**src/ccsb_pkg.sv**
```systemverilog
// Package of constants and types for the carry-condition short branch unit.
`default_nettype none
package ccsb_pkg;
   localparam logic [7:0] OPC_NO_CARRY = 8'h73;
   localparam logic [7:0] OPC_ON_CARRY = 8'h72;
   localparam logic [7:0] OPC_BELOW_OR_EQUAL = 8'h76;
   localparam logic [15:0] SIGN_FILL_NEG = 16'hff00;
   localparam logic [15:0] SIGN_FILL_POS = 16'h00ff;
   localparam logic [15:0] PTR_RESET = 16'h0000;
   localparam logic [3:0] CLOCKS_TAKEN = 4'hd;
   localparam logic [3:0] CLOCKS_NOT_TAKEN = 4'h4;
   localparam logic [15:0] INSTR_LEN = 16'h0002;
   typedef enum logic [1:0] {
      CCSB_IDLE,
      CCSB_WAIT_DISP,
      CCSB_BUSY
   } ccsb_state_t;
endpackage
`default_nettype wire

```
**src/ccsb_branch.sv**
```systemverilog
// Decode and execute unit for the carry-condition short branches.
`default_nettype none
// Overview of operation
// - Opcode 73 hex branches only when carry flag is clear.
// - Opcode 72 hex branches only when carry flag is set.
// - Opcode 76 hex branches when carry or zero flag is set.
// - Each opcode is followed by exactly one signed displacement byte.
// - Displacement is sign-extended to 16 bits before use.
// - Taken branch adds displacement to instruction pointer; segment untouched.
// - Untaken branch continues at the instruction after the two bytes.
// - Synonym names share one opcode and behave identically.
// - Each branch takes 13 or 4 clocks on every bus width.
// - Reach is limited to the signed byte displacement range.
module ccsb_branch (
   input wire logic CORE_CLK_IN,
   input wire logic RESET_IN,
   input wire logic OPCODE_VALID_IN,
   input wire logic [7:0] OPCODE_IN,
   input wire logic DISP_VALID_IN,
   input wire logic [7:0] DISP_IN,
   input wire logic CARRY_FLAG_IN,
   input wire logic ZERO_FLAG_IN,
   input wire logic [15:0] PTR_IN,
   output logic OPCODE_ACCEPT_OUT,
   output logic BUSY_OUT,
   output logic DONE_OUT,
   output logic TAKEN_OUT,
   output logic PTR_LOAD_OUT,
   output logic [15:0] PTR_OUT,
   output logic QUEUE_FLUSH_OUT
);

   typedef struct packed {
      ccsb_pkg::ccsb_state_t state;
      logic [1:0] kind;
      logic [15:0] base;
      logic [3:0] count;
      logic accept;
      logic busy;
      logic done;
      logic taken;
      logic ptr_load;
      logic [15:0] ptr;
      logic flush;
   } ccsb_regs_t;

   ccsb_regs_t state_r;
   ccsb_regs_t state_nxt;

   // Only the opcode byte is seen, so every synonym decodes the same way.
   function automatic logic [1:0] ccsb_decode(input logic [7:0] opc);
      case (opc)
         ccsb_pkg::OPC_NO_CARRY: ccsb_decode = 2'h1;
         ccsb_pkg::OPC_ON_CARRY: ccsb_decode = 2'h2;
         ccsb_pkg::OPC_BELOW_OR_EQUAL: ccsb_decode = 2'h3;
         default: ccsb_decode = 2'h0;
      endcase
   endfunction

   function automatic logic ccsb_cond(input logic [1:0] kind, input logic cf, input logic zf);
      case (kind)
         2'h1: ccsb_cond = !cf;
         2'h2: ccsb_cond = cf;
         2'h3: ccsb_cond = cf | zf;
         default: ccsb_cond = 1'b0;
      endcase
   endfunction

   // Eight-bit operand only, which is why reach stops near 128 bytes.
   function automatic logic [15:0] ccsb_sext(input logic [7:0] d);
      if (d[7]) begin
         ccsb_sext = ccsb_pkg::SIGN_FILL_NEG | {8'h00, d};
      end else begin
         ccsb_sext = ccsb_pkg::SIGN_FILL_POS & {8'h00, d};
      end
   endfunction

   logic cond_now;
   logic [15:0] next_seq;
   assign cond_now = ccsb_cond(state_r.kind, CARRY_FLAG_IN, ZERO_FLAG_IN);
   assign next_seq = state_r.base + ccsb_pkg::INSTR_LEN;

   always_comb begin
      state_nxt = state_r;
      state_nxt.accept = 1'b0;
      state_nxt.done = 1'b0;
      state_nxt.ptr_load = 1'b0;
      state_nxt.flush = 1'b0;
      case (state_r.state)
         ccsb_pkg::CCSB_IDLE: begin
            if (OPCODE_VALID_IN && ccsb_decode(OPCODE_IN) != 2'h0) begin
               state_nxt.kind = ccsb_decode(OPCODE_IN);
               state_nxt.base = PTR_IN;
               state_nxt.accept = 1'b1;
               state_nxt.busy = 1'b1;
               state_nxt.state = ccsb_pkg::CCSB_WAIT_DISP;
            end
         end
         ccsb_pkg::CCSB_WAIT_DISP: begin
            if (DISP_VALID_IN) begin
               state_nxt.taken = cond_now;
               if (cond_now) begin
                  // Displacement is relative to the next instruction; sum wraps in 16 bits.
                  state_nxt.ptr = next_seq + ccsb_sext(DISP_IN);
                  state_nxt.flush = 1'b1;
                  state_nxt.count = ccsb_pkg::CLOCKS_TAKEN - 4'h2;
               end else begin
                  state_nxt.ptr = next_seq;
                  state_nxt.count = ccsb_pkg::CLOCKS_NOT_TAKEN - 4'h2;
               end
               state_nxt.state = ccsb_pkg::CCSB_BUSY;
            end
         end
         ccsb_pkg::CCSB_BUSY: begin
            state_nxt.count = state_r.count - 4'h1;
            if (state_r.count == 4'h1) begin
               state_nxt.done = 1'b1;
               state_nxt.ptr_load = 1'b1;
               state_nxt.busy = 1'b0;
               state_nxt.state = ccsb_pkg::CCSB_IDLE;
            end
         end
         default: begin
            state_nxt.state = ccsb_pkg::CCSB_IDLE;
         end
      endcase
   end

   always_ff @(posedge CORE_CLK_IN) begin
      if (RESET_IN) begin
         state_r <= '{state: ccsb_pkg::CCSB_IDLE, kind: 2'h0, base: ccsb_pkg::PTR_RESET, count: 4'h0,
                      accept: 1'b0, busy: 1'b0, done: 1'b0, taken: 1'b0, ptr_load: 1'b0,
                      ptr: ccsb_pkg::PTR_RESET, flush: 1'b0};
      end else begin
         state_r <= state_nxt;
      end
   end

   assign OPCODE_ACCEPT_OUT = state_r.accept;
   assign BUSY_OUT = state_r.busy;
   assign DONE_OUT = state_r.done;
   assign TAKEN_OUT = state_r.taken;
   assign PTR_LOAD_OUT = state_r.ptr_load;
   assign PTR_OUT = state_r.ptr;
   assign QUEUE_FLUSH_OUT = state_r.flush;

   // Helper counting cycles from the displacement edge to done, so a late byte only shifts the start.
   logic [4:0] span_r;
   always_ff @(posedge CORE_CLK_IN) begin
      if (RESET_IN) begin
         span_r <= 5'h00;
      end else if (state_r.state == ccsb_pkg::CCSB_WAIT_DISP && DISP_VALID_IN) begin
         span_r <= 5'h02;
      end else if (state_r.busy) begin
         span_r <= span_r + 5'h01;
      end
   end

   taken_span_a: assert property (@(posedge CORE_CLK_IN) disable iff (RESET_IN)
      (DONE_OUT && TAKEN_OUT)
      |-> span_r == 5'h0d)
      else $error("taken branch length wrong");

   fall_span_a: assert property (@(posedge CORE_CLK_IN) disable iff (RESET_IN)
      (DONE_OUT && !TAKEN_OUT)
      |-> span_r == 5'h04)
      else $error("untaken branch length wrong");

   no_carry_a: assert property (@(posedge CORE_CLK_IN) disable iff (RESET_IN)
      (state_r.state == ccsb_pkg::CCSB_WAIT_DISP && DISP_VALID_IN && state_r.kind == 2'h1)
      |=> TAKEN_OUT == !$past(CARRY_FLAG_IN))
      else $error("no-carry condition wrong");

   on_carry_a: assert property (@(posedge CORE_CLK_IN) disable iff (RESET_IN)
      (state_r.state == ccsb_pkg::CCSB_WAIT_DISP && DISP_VALID_IN && state_r.kind == 2'h2)
      |=> TAKEN_OUT == $past(CARRY_FLAG_IN))
      else $error("carry condition wrong");

   below_eq_a: assert property (@(posedge CORE_CLK_IN) disable iff (RESET_IN)
      (state_r.state == ccsb_pkg::CCSB_WAIT_DISP && DISP_VALID_IN && state_r.kind == 2'h3)
      |=> TAKEN_OUT == ($past(CARRY_FLAG_IN) | $past(ZERO_FLAG_IN)))
      else $error("carry-or-zero condition wrong");

   target_calc_a: assert property (@(posedge CORE_CLK_IN) disable iff (RESET_IN)
      (state_r.state == ccsb_pkg::CCSB_WAIT_DISP && DISP_VALID_IN && cond_now)
      |=> PTR_OUT == 16'($past(state_r.base) + 16'h0002 + {{8{$past(DISP_IN[7])}}, $past(DISP_IN)}))
      else $error("branch target wrong");

   fall_through_a: assert property (@(posedge CORE_CLK_IN) disable iff (RESET_IN)
      (state_r.state == ccsb_pkg::CCSB_WAIT_DISP && DISP_VALID_IN && !cond_now)
      |=> PTR_OUT == 16'($past(state_r.base) + 16'h0002))
      else $error("fall-through address wrong");

   accept_decode_a: assert property (@(posedge CORE_CLK_IN) disable iff (RESET_IN)
      (state_r.state == ccsb_pkg::CCSB_IDLE && OPCODE_VALID_IN && OPCODE_IN inside {8'h72, 8'h73, 8'h76})
      |=> OPCODE_ACCEPT_OUT ##1 BUSY_OUT)
      else $error("branch opcode not accepted");

   flush_taken_a: assert property (@(posedge CORE_CLK_IN) disable iff (RESET_IN)
      QUEUE_FLUSH_OUT
      |-> TAKEN_OUT && BUSY_OUT)
      else $error("flush without taken branch");

   accept_pulse_a: assert property (@(posedge CORE_CLK_IN) disable iff (RESET_IN)
      OPCODE_ACCEPT_OUT
      |=> !OPCODE_ACCEPT_OUT)
      else $error("accept longer than one cycle");

   accept_busy_a: assert property (@(posedge CORE_CLK_IN) disable iff (RESET_IN)
      OPCODE_ACCEPT_OUT
      |-> BUSY_OUT && !DONE_OUT)
      else $error("accept without busy");

   refuse_busy_a: assert property (@(posedge CORE_CLK_IN) disable iff (RESET_IN)
      (state_r.state != ccsb_pkg::CCSB_IDLE && OPCODE_VALID_IN)
      |=> !OPCODE_ACCEPT_OUT)
      else $error("opcode accepted while busy");

   ignore_other_a: assert property (@(posedge CORE_CLK_IN) disable iff (RESET_IN)
      (state_r.state == ccsb_pkg::CCSB_IDLE && OPCODE_VALID_IN && !(OPCODE_IN inside {8'h72, 8'h73, 8'h76}))
      |=> !OPCODE_ACCEPT_OUT)
      else $error("foreign opcode accepted");

   wait_hold_a: assert property (@(posedge CORE_CLK_IN) disable iff (RESET_IN)
      (state_r.state == ccsb_pkg::CCSB_WAIT_DISP && !DISP_VALID_IN)
      |=> state_r.state == ccsb_pkg::CCSB_WAIT_DISP && BUSY_OUT)
      else $error("left wait without displacement");

   sext_neg_a: assert property (@(posedge CORE_CLK_IN) disable iff (RESET_IN)
      (state_r.state == ccsb_pkg::CCSB_WAIT_DISP && DISP_VALID_IN && cond_now && DISP_IN[7])
      |=> (16'(PTR_OUT - $past(next_seq)) & 16'hff00) == 16'hff00)
      else $error("negative displacement not filled with ones");

   sext_pos_a: assert property (@(posedge CORE_CLK_IN) disable iff (RESET_IN)
      (state_r.state == ccsb_pkg::CCSB_WAIT_DISP && DISP_VALID_IN && cond_now && !DISP_IN[7])
      |=> (16'(PTR_OUT - $past(next_seq)) & 16'hff00) == 16'h0000)
      else $error("positive displacement not filled with zeros");

   reach_a: assert property (@(posedge CORE_CLK_IN) disable iff (RESET_IN)
      (state_r.state == ccsb_pkg::CCSB_WAIT_DISP && DISP_VALID_IN && cond_now)
      |=> 16'(PTR_OUT - $past(next_seq)) inside {[16'hff80:16'hffff], [16'h0000:16'h007f]})
      else $error("branch beyond short reach");

   done_pulse_a: assert property (@(posedge CORE_CLK_IN) disable iff (RESET_IN)
      DONE_OUT
      |=> !DONE_OUT)
      else $error("done longer than one cycle");

   done_idle_a: assert property (@(posedge CORE_CLK_IN) disable iff (RESET_IN)
      DONE_OUT
      |-> !BUSY_OUT && state_r.state == ccsb_pkg::CCSB_IDLE)
      else $error("done while still busy");

   load_with_done_a: assert property (@(posedge CORE_CLK_IN) disable iff (RESET_IN)
      PTR_LOAD_OUT
      |-> DONE_OUT)
      else $error("pointer load without done");

   done_with_load_a: assert property (@(posedge CORE_CLK_IN) disable iff (RESET_IN)
      DONE_OUT
      |-> PTR_LOAD_OUT)
      else $error("done without pointer load");

   flush_pulse_a: assert property (@(posedge CORE_CLK_IN) disable iff (RESET_IN)
      QUEUE_FLUSH_OUT
      |=> !QUEUE_FLUSH_OUT)
      else $error("flush longer than one cycle");

   flush_first_a: assert property (@(posedge CORE_CLK_IN) disable iff (RESET_IN)
      (state_r.state == ccsb_pkg::CCSB_WAIT_DISP && DISP_VALID_IN && cond_now)
      |=> QUEUE_FLUSH_OUT && TAKEN_OUT)
      else $error("taken branch did not flush");

   fall_no_flush_a: assert property (@(posedge CORE_CLK_IN) disable iff (RESET_IN)
      (state_r.state == ccsb_pkg::CCSB_WAIT_DISP && DISP_VALID_IN && !cond_now)
      |=> !QUEUE_FLUSH_OUT && !TAKEN_OUT)
      else $error("untaken branch flushed");

   result_hold_a: assert property (@(posedge CORE_CLK_IN) disable iff (RESET_IN)
      !(state_r.state == ccsb_pkg::CCSB_WAIT_DISP && DISP_VALID_IN)
      |=> $stable(TAKEN_OUT) && $stable(PTR_OUT))
      else $error("result changed outside a branch");

   busy_rise_a: assert property (@(posedge CORE_CLK_IN) disable iff (RESET_IN)
      $rose(BUSY_OUT)
      |-> OPCODE_ACCEPT_OUT)
      else $error("busy rose without accept");

   busy_fall_a: assert property (@(posedge CORE_CLK_IN) disable iff (RESET_IN)
      $fell(BUSY_OUT)
      |-> DONE_OUT)
      else $error("busy fell without done");

   count_bound_a: assert property (@(posedge CORE_CLK_IN) disable iff (RESET_IN)
      state_r.state == ccsb_pkg::CCSB_BUSY
      |-> state_r.count != 4'h0 && state_r.count < ccsb_pkg::CLOCKS_TAKEN)
      else $error("cycle counter out of range");

   taken_c: cover property (@(posedge CORE_CLK_IN) disable iff (RESET_IN) DONE_OUT && TAKEN_OUT);
   fall_c: cover property (@(posedge CORE_CLK_IN) disable iff (RESET_IN) DONE_OUT && !TAKEN_OUT);
   back_c: cover property (@(posedge CORE_CLK_IN) disable iff (RESET_IN) PTR_LOAD_OUT && TAKEN_OUT && PTR_OUT < state_r.base);
   late_c: cover property (@(posedge CORE_CLK_IN) disable iff (RESET_IN) state_r.state == ccsb_pkg::CCSB_WAIT_DISP && !DISP_VALID_IN);
   wrap_c: cover property (@(posedge CORE_CLK_IN) disable iff (RESET_IN) DONE_OUT && state_r.base > 16'hff00 && PTR_OUT < 16'h0100);
endmodule
`default_nettype wire

```
**config.mk**
```make
export PLATFORM = sky130hd
export DESIGN_NAME = ccsb_branch
export DESIGN_NICKNAME = d
export VERILOG_FILES = /design/src/ccsb_pkg.sv /design/src/ccsb_branch.sv
export SDC_FILE = /design/constraint.sdc
export NUM_CORES = 1
export LEC_CHECK = 0
export BUFFER_PORTS_ARGS = -buffer_cell sky130_fd_sc_hd__buf_2
export CAP_MARGIN = 20
export CORE_ASPECT_RATIO = 1.1
export CORE_MARGIN = 8
export CORE_UTILIZATION = 25
export DETAILED_ROUTE_END_ITERATION = 16
export GPL_TIMING_DRIVEN = 0
export PLACE_DENSITY_LB_ADDON = 0.1
export SYNTH_ARGS = -nofsm -noshare
export SYNTH_HDL_FRONTEND = slang
export SYNTH_SLANG_ARGS = --single-unit
```
**constraint.sdc**
```tcl
create_clock -name CORE_CLK_IN -period 6.9 [get_ports CORE_CLK_IN]
set_input_delay 1.38 -clock CORE_CLK_IN [delete_from_list [all_inputs] [get_ports CORE_CLK_IN]]
set_output_delay 1.38 -clock CORE_CLK_IN [all_outputs]
set_load 0.02 [all_outputs]
```
==> impl_results.md, run 1 <==
- Status: finished, final reports clean
- CTS Hold Bufs: 0
- CP max stage delay: 410 ps
- Mux share of post-synthesis cell area: 0.02159
- IO Port Bufs: 58
- Via count: 2,571
- Total grt overflow: 0
- Filler cells: 1,304
- Most numerous cell in the Yosys netlist: nand2_1
- Pwr Density: 165.6 mW/mm^2
- CP Cell Sequence: buf_2 -> ha_1 -> fa_1 -> a21oi_1 -> o21ai_0 -> a32oi_1 -> a311oi_1 -> a221oi_1 -> xor2_1 -> o21ai_0
- Clock Sinks: 45
- Drt pass-1 iters: 5
- Synth top area share: 0.3109
- Core ar.: 0.01139 mm^2
- Routed WL: 8076 um
- Critical path arrival: 3690 ps
- Synth Area in Simple Gates: 0.2103
- WL/cell: around 14 um
- Largest family of logic cells by synthesized area: simple AND/OR/NAND/NOR gates
- Synth area leader: dfxtp_1
- Post-Synth Adder-Cell Area: 0.1019
- Clock transition at the registers of the reported paths: around 60 ps
- Final Hold Viols: 0
- Clk_skew: ~3.8 ps
- Setup-failing EPs final: 0
- CTS tree: yes
- Max-cap viol count: 0
- Mapped Area: 0.002898 mm^2
- YS warnings: 0
- Met2 GRT Util: 0.1800
- Pint: between 400 and 500 uW
- Complex-gate fraction of the synthesized area: 0.1891
- Post-Place Setup Slack: a little over 3000 ps
- Post-CTS setup buffers: 0
- Sw frac: 0.2173
- Switch Pwr: 127.7 uW
- GRT met1 Usage: 0.1345
- Initial Util: 0.2544
- Sequential-to-total area share from yosys stat: 0.3109
- Critical Path Most Common Cell: o21ai_0
- Maximum ir drop on the vdd rail: 0.00009084 V
- Leak: between 1.5 and 2 nW
- Post-CTS sizing: 0
- Layout area overhead: 22.45%
- Vias in the first global route: ~2,600
- Tot GR Track Use: 0.1088
- Syn nets: 420
- Slew Limit Fails: 0
- Clk_lat worst skew: 290 ps
- Post-Synthesis Mean Instance Area: roughly 8.1 um^2
- Worst setup margin: between 3000 and 4000 ps
- Worst setup EP type: flip-flop
- Share of layout cells above drive strength 1: 0.2329
- Worst endpoint required time: between 7000 and 8000 ps
- DIE AREA: 0.01530 mm^2
- Synth Register Bits: 45
- First-pass GRT wire length: approximately 13,000 um
- Ys async rst share: 0
- Mapped Cells: 359
- Final period util: 0.5114
- Routed Antenna Nets: 0
- Top delay family on crit path: compound AO/OA/AOI/OAI gates
- Antenna violations before repair: 0
- Worst slew pin tran: 682.0 ps
- Synth top area cells: dfxtp_1 (31%), ha_1 (9.5%), nand2_1 (7.5%), a21oi_1 (6.4%), buf_4 (4.4%)
- Gr busiest metal: met2
- Post-synth EDFFs: 0
- H-tree depth: 2
- Hold path startpoint: TAKEN_OUT$_SDFFE_PP0P_
- Top_reg_cell synth: dfxtp_1
- Slowest stage cell, crit path: fa_1
- DP Area: roughly 0.0034 mm^2
- Multi-input logic area: about 0.0018 mm^2
- M3 GR Usage: 0.02891
- Crit path max fanout: 3
- Worst setup SP type: input port
- Post-DP HPWL: 6538 um
- Initial DRC Count: 45
- # IOs: 60
- Tmin final: 3529 ps
- R2R Path Start: state_r[31]$_SDFFE_PP0P_
- Crit path kind: input port to flip-flop
- Register share of total power: 0.444
- GP Congestion: ~0.8
- Cts bufs inserted: 5
- Final net count: 485
- Crit path from: DISP_IN[0]
- Clock power frac: 0.485
- Flip-flop and latch area: about 900 um^2
- Via/cell ratio: ~4.5
- Ant diodes: 0
- Unrepaired setup endpoints after global routing: false
- Crit path buf inv count: 1
- Die width: 118.7 um
- Die height: ~130 um
- Reg2reg setup slack: 3610 ps
- Design area: 0.003548 mm^2
- Site Rows: 41
- TNS Setup: 0 ps
- Combinational share of power: 0.071
- Clk buf depth: 2
- Worst rel slew slack: 0.5453
- Synth Area in XOR/XNOR: 0.08679
- Maximum clock rate: 0.2834 GHz
- Post-synth top cells: nand2_1 (58), dfxtp_1 (45), a21oi_1 (37), nor2_1 (31), ha_1 (22)
- Largest net degree at the start of global routing: 14
- Root Buffer: clkbuf_16
- Worst Hold Class: flip-flop to flip-flop
- DRC Markers: 0
- Synth cell types: 55
worst reg2reg max path: stages, from the launching register on:
cell and delay (ps):
dfxtp_1 420, nand4_2 160, or3_4 390, or2_4 270, nor2_1 130, xor2_1 290
ha_1 340, a21o_1 190, a31o_2 220, a41oi_1 170, a21oi_1 70, xor2_1 170
and3_1 190, o31ai_1 190
routing by layer:
metal,vias to the layer above,part of all wire
li1,1363,-
met1,1156,0.48
met2,43,0.46
met3,9,0.042
met4,0,0.014
met5,-,0
kinds of logic after synthesis:
family,after synthesis
and+or+nand+nor,130
AOI/OAI and AO/OA,87
DFF,45
buffers and inverters,41
xor gates and xnor gates,27
adders and majority gates,23
muxes,6
cells in the final DEF, fill, tap and decap left out, types with 8 or more instances in the layout:
cell      synthesis  final
a21oi_1          37     37
nor3_1            9      9
xnor2_1          12     12
a211oi_1          8      8
nor2_1           31     31
inv_1             8      8
buf_4            17     17
dfxtp_1          45     45
ha_1             22     22
buf_2             2     60
xor2_1           13     13
nand3_1          10     10
o21ai_0           9      9
clkbuf_1         13     14
nand2_1          58     58
final timing paths:
| path | cells after the start | endpoint |
|---|---|---|
| max | 10 | PTR_OUT[14]$_SDFFE_PP0P_ |
| min | 2 | TAKEN_OUT$_SDFFE_PP0P_ |
| max reg2reg | 13 | PTR_OUT[15]$_SDFFE_PP0P_ |
| min reg2reg | 2 | TAKEN_OUT$_SDFFE_PP0P_ |
cell type report:
class | instances | area share
inverter | 8 | 0.008463
timing repair buffer | 58 | 0.08181
sequential | 45 | 0.2539
buffer | 33 | 0.05642
multi-input combinational | 273 | 0.4979
tap | 150 | 0.05289
clock inverter | 1 | 0.008463
clock buffer | 7 | 0.04020
sequential cells by signal, indices dropped and copies added, names as in the netlist:
name	flops
OPCODE_ACCEPT_OUT	1
BUSY_OUT	1
PTR_OUT	16
state_r	24
DONE_OUT	1
QUEUE_FLUSH_OUT	1
TAKEN_OUT	1
metrics by stage:
step           power (mW)  utilization  hold slack (ps)  std cells
6_report           0.5877       0.3116            453.7        575
2_1_floorplan      0.2899            -            426.3        359
4_1_cts            0.6011       0.3116            460.4        575
3_3_place_gp       0.3089       0.2964            444.7        567
3_5_place_dp       0.3092       0.2964            450.3        567
5_1_grt            0.6151       0.3116            481.6        575
power groups by stage:
stage / Clock [mW] / Combinational, mW / Sequential, mW
finish: 0.285 / 0.0420 / 0.261
detailed placement: 0 / 0.0424 / 0.267
global route: 0.307 / 0.0478 / 0.261
floorplan: 0 / 0.0232 / 0.267
global placement: 0 / 0.0421 / 0.267
CTS: 0.298 / 0.0426 / 0.261
(Power assumes the default switching activity.)
==> run 2, diff against run 1 <==
==> constraint.sdc (replaced) <==
create_clock -name CORE_CLK_IN -period 2.9 [get_ports CORE_CLK_IN]
set_input_delay 0.58 -clock CORE_CLK_IN [delete_from_list [all_inputs] [get_ports CORE_CLK_IN]]
set_output_delay 0.58 -clock CORE_CLK_IN [all_outputs]
set_load 0.02 [all_outputs]
==> impl_results.md, run 2 (synthesis results as in run 1) <==
- Most frequent cells in the layout: buf_2 (60), nand2_1 (58), dfxtp_1 (41)
- Status: complete, but fails checks
- Top reg by flops: state_r
- DIE AREA: 0.01530 mm^2 (unchanged)
- Worst setup margin: -34.14 ps (-3406 ps)
- Slew Limit Fails: 0 (unchanged)
- Final net count: 495 (+2.1%)
- Final Hold Viols: 0 (unchanged)
- Routed Antenna Nets: 0 (unchanged)
- Worst slew pin tran: 727.6 ps (+45.62 ps)
- Core ar.: 0.01139 mm^2 (unchanged)
- Clk buf depth: 2 (unchanged)
- Drt pass-1 iters: 4 (-1)
- Hold WS: 451.1 ps (-2.606 ps)
- Antenna violations before repair: 0 (unchanged)
- Crit path buf inv count: 0 (-1)
- Layout area overhead: 30.44%
- Crit path kind: flip-flop to flip-flop
- Top delay family on crit path: simple AND/OR/NAND/NOR gates
- Clk_lat worst skew: 290 ps (about the same)
- Worst Hold Class: flip-flop to flip-flop
- Pwr Density: 389.1 mW/mm^2 (+130%)
- Clock transition at the registers of the reported paths: 70 ps (about the same)
- Die height: 128.9 um (unchanged)
- CTS tree: yes
- Maximum ir drop on the vdd rail: 0.0002131 V (+130%)
- # IOs: 60 (unchanged)
- Initial Util: 0.2544 (unchanged)
- CTS Hold Bufs: 0 (unchanged)
- WL/cell: 14.15 um (+0.72%)
- Worst setup SP type: flip-flop
- Clock Sinks: 45 (unchanged)
- Worst endpoint required time: 3110 ps (-3950 ps)
- Post-Place Setup Slack: -360.8 ps (-3416 ps)
- Tot GR Track Use: 0.1097 (+0.0008431)
- Root Buffer: clkbuf_16
- CP Cell Sequence: nand4_4 -> or3_4 -> or2_4 -> nor2_4 -> xor2_4 -> ha_4 -> a21o_1 -> a31o_2 -> a41oi_2 -> a21oi_2 -> xor2_1 -> and3_1 -> o31ai_1
- Initial DRC Count: 94 (+110%)
- Share of layout cells above drive strength 1: 0.2943 (+0.06131)
- Setup-failing EPs final: 1 (+1)
- Total grt overflow: 0 (unchanged)
- Number of flip-flops in the largest register: 24 (unchanged)
- Die width: 118.7 um (unchanged)
- Post-DP HPWL: 6501 um (-0.57%)
- Worst rel slew slack: 0.5149 (-0.03041)
- Max-cap viol count: 0 (unchanged)
- DRC Markers: 0 (unchanged)
- Slowest stage cell, crit path: dfxtp_2
- CP max stage delay: 350 ps (-60 ps)
- First-pass GRT wire length: 13,290 um (unchanged)
- Crit path max fanout: 3 (unchanged)
- Routed WL: 8276 um (+2.5%)
- Cts bufs inserted: 5 (unchanged)
- Unrepaired setup endpoints after global routing: true
- Via/cell ratio: 4.451 (-0.45%)
- Vias in the first global route: 2,636 (+0.23%)
- Critical path arrival: 3150 ps (-540 ps)
- TNS Setup: -34.14 ps (-34.14 ps)
- Clk_skew: 4.558 ps (+0.7243 ps)
- Largest net degree at the start of global routing: 15 (+1)
- GP Congestion: 0.8023 (+0.49%)
- Failing checks: negative setup slack
- Maximum clock rate: 0.3408 GHz
- Final period util: 1.012
- Worst setup EP type: flip-flop
- IO Port Bufs: 58 (unchanged)
- Site Rows: 41 (unchanged)
- Via count: 2,604 (+1.3%)
- Ant diodes: 0 (unchanged)
- Leak: 1.622 nW (+6.7%)
- H-tree depth: 2 (unchanged)
- Commonest non-fill, non-tap cell in the layout: buf_2
- Tmin final: between 2000 and 3000 ps
## run 2: through the flow
step / utilization / instance area [um^2] / instances / power (mW)
6_report: 0.3319 / 3780 / 585 / 1.471
2_1_floorplan: - / 2913 / 359 / 0.6906
3_3_place_gp: 0.2977 / 3391 / 567 / 0.7354
4_1_cts: 0.3273 / 3727 / 584 / 1.498
3_5_place_dp: 0.2977 / 3391 / 567 / 0.7365
5_1_grt: 0.3319 / 3780 / 585 / 1.532
## run 2: metal layers
layer,vias up,share of wire,routed length (um),track usage
met5,-,0,0,0
met4,0,0.011,87,0.03574
met3,4,0.037,303,0.02672
met2,40,0.48,3953,0.1846
met1,1176,0.48,3932,0.1348
li1,1384,-,-,-
## run 2: power breakdown
group          switching, mW  internal [mW]  total [mW]  leakage [nW]
clock network          0.254          0.492       0.746        0.0938
registers            0.00152          0.617       0.619         0.365
logic                 0.0583         0.0474       0.106          1.16
total                  0.314           1.16        1.47          1.62
## run 2: tightest hold or removal path: stages (launching register included)
cell and delay, ps:
dfxtp_1 310, nand2_1 50, a21oi_1 50
## run 2: final cells by class
| class | instances | area (um^2) |
|---|---|---|
| inverter | 8 | 30.03 |
| clock inverter | 3 | 65.06 |
| timing repair buffer | 68 | 365.4 |
| clock buffer | 5 | 125.1 |
| sequential | 45 | 910.9 |
| buffer | 33 | 200.2 |
| fill | 1270 | 7609 |
| tap | 150 | 187.7 |
| multi-input combinational | 273 | 1896 |
## run 2: path summary, 6_finish.rpt
kind | startpoint | slack, ps | cells after the start | to
worst max-delay path | state_r[33]$_SDFFE_PP0P_ | -30 | 13 | PTR_OUT[15]$_SDFFE_PP0P_
worst min-delay path | TAKEN_OUT$_SDFFE_PP0P_ | 450 | 2 | TAKEN_OUT$_SDFFE_PP0P_
worst max register to register | state_r[33]$_SDFFE_PP0P_ | -30 | 13 | PTR_OUT[15]$_SDFFE_PP0P_
worst min register to register | TAKEN_OUT$_SDFFE_PP0P_ | 450 | 2 | TAKEN_OUT$_SDFFE_PP0P_
## run 2: repair_timing
item / 4_1_cts / 5_1_grt
pin swaps: 8 / 6
endpoints found under the setup margin: 3 / 6
gates resized for setup: 14 / 8
buffers inserted: 9 / 1
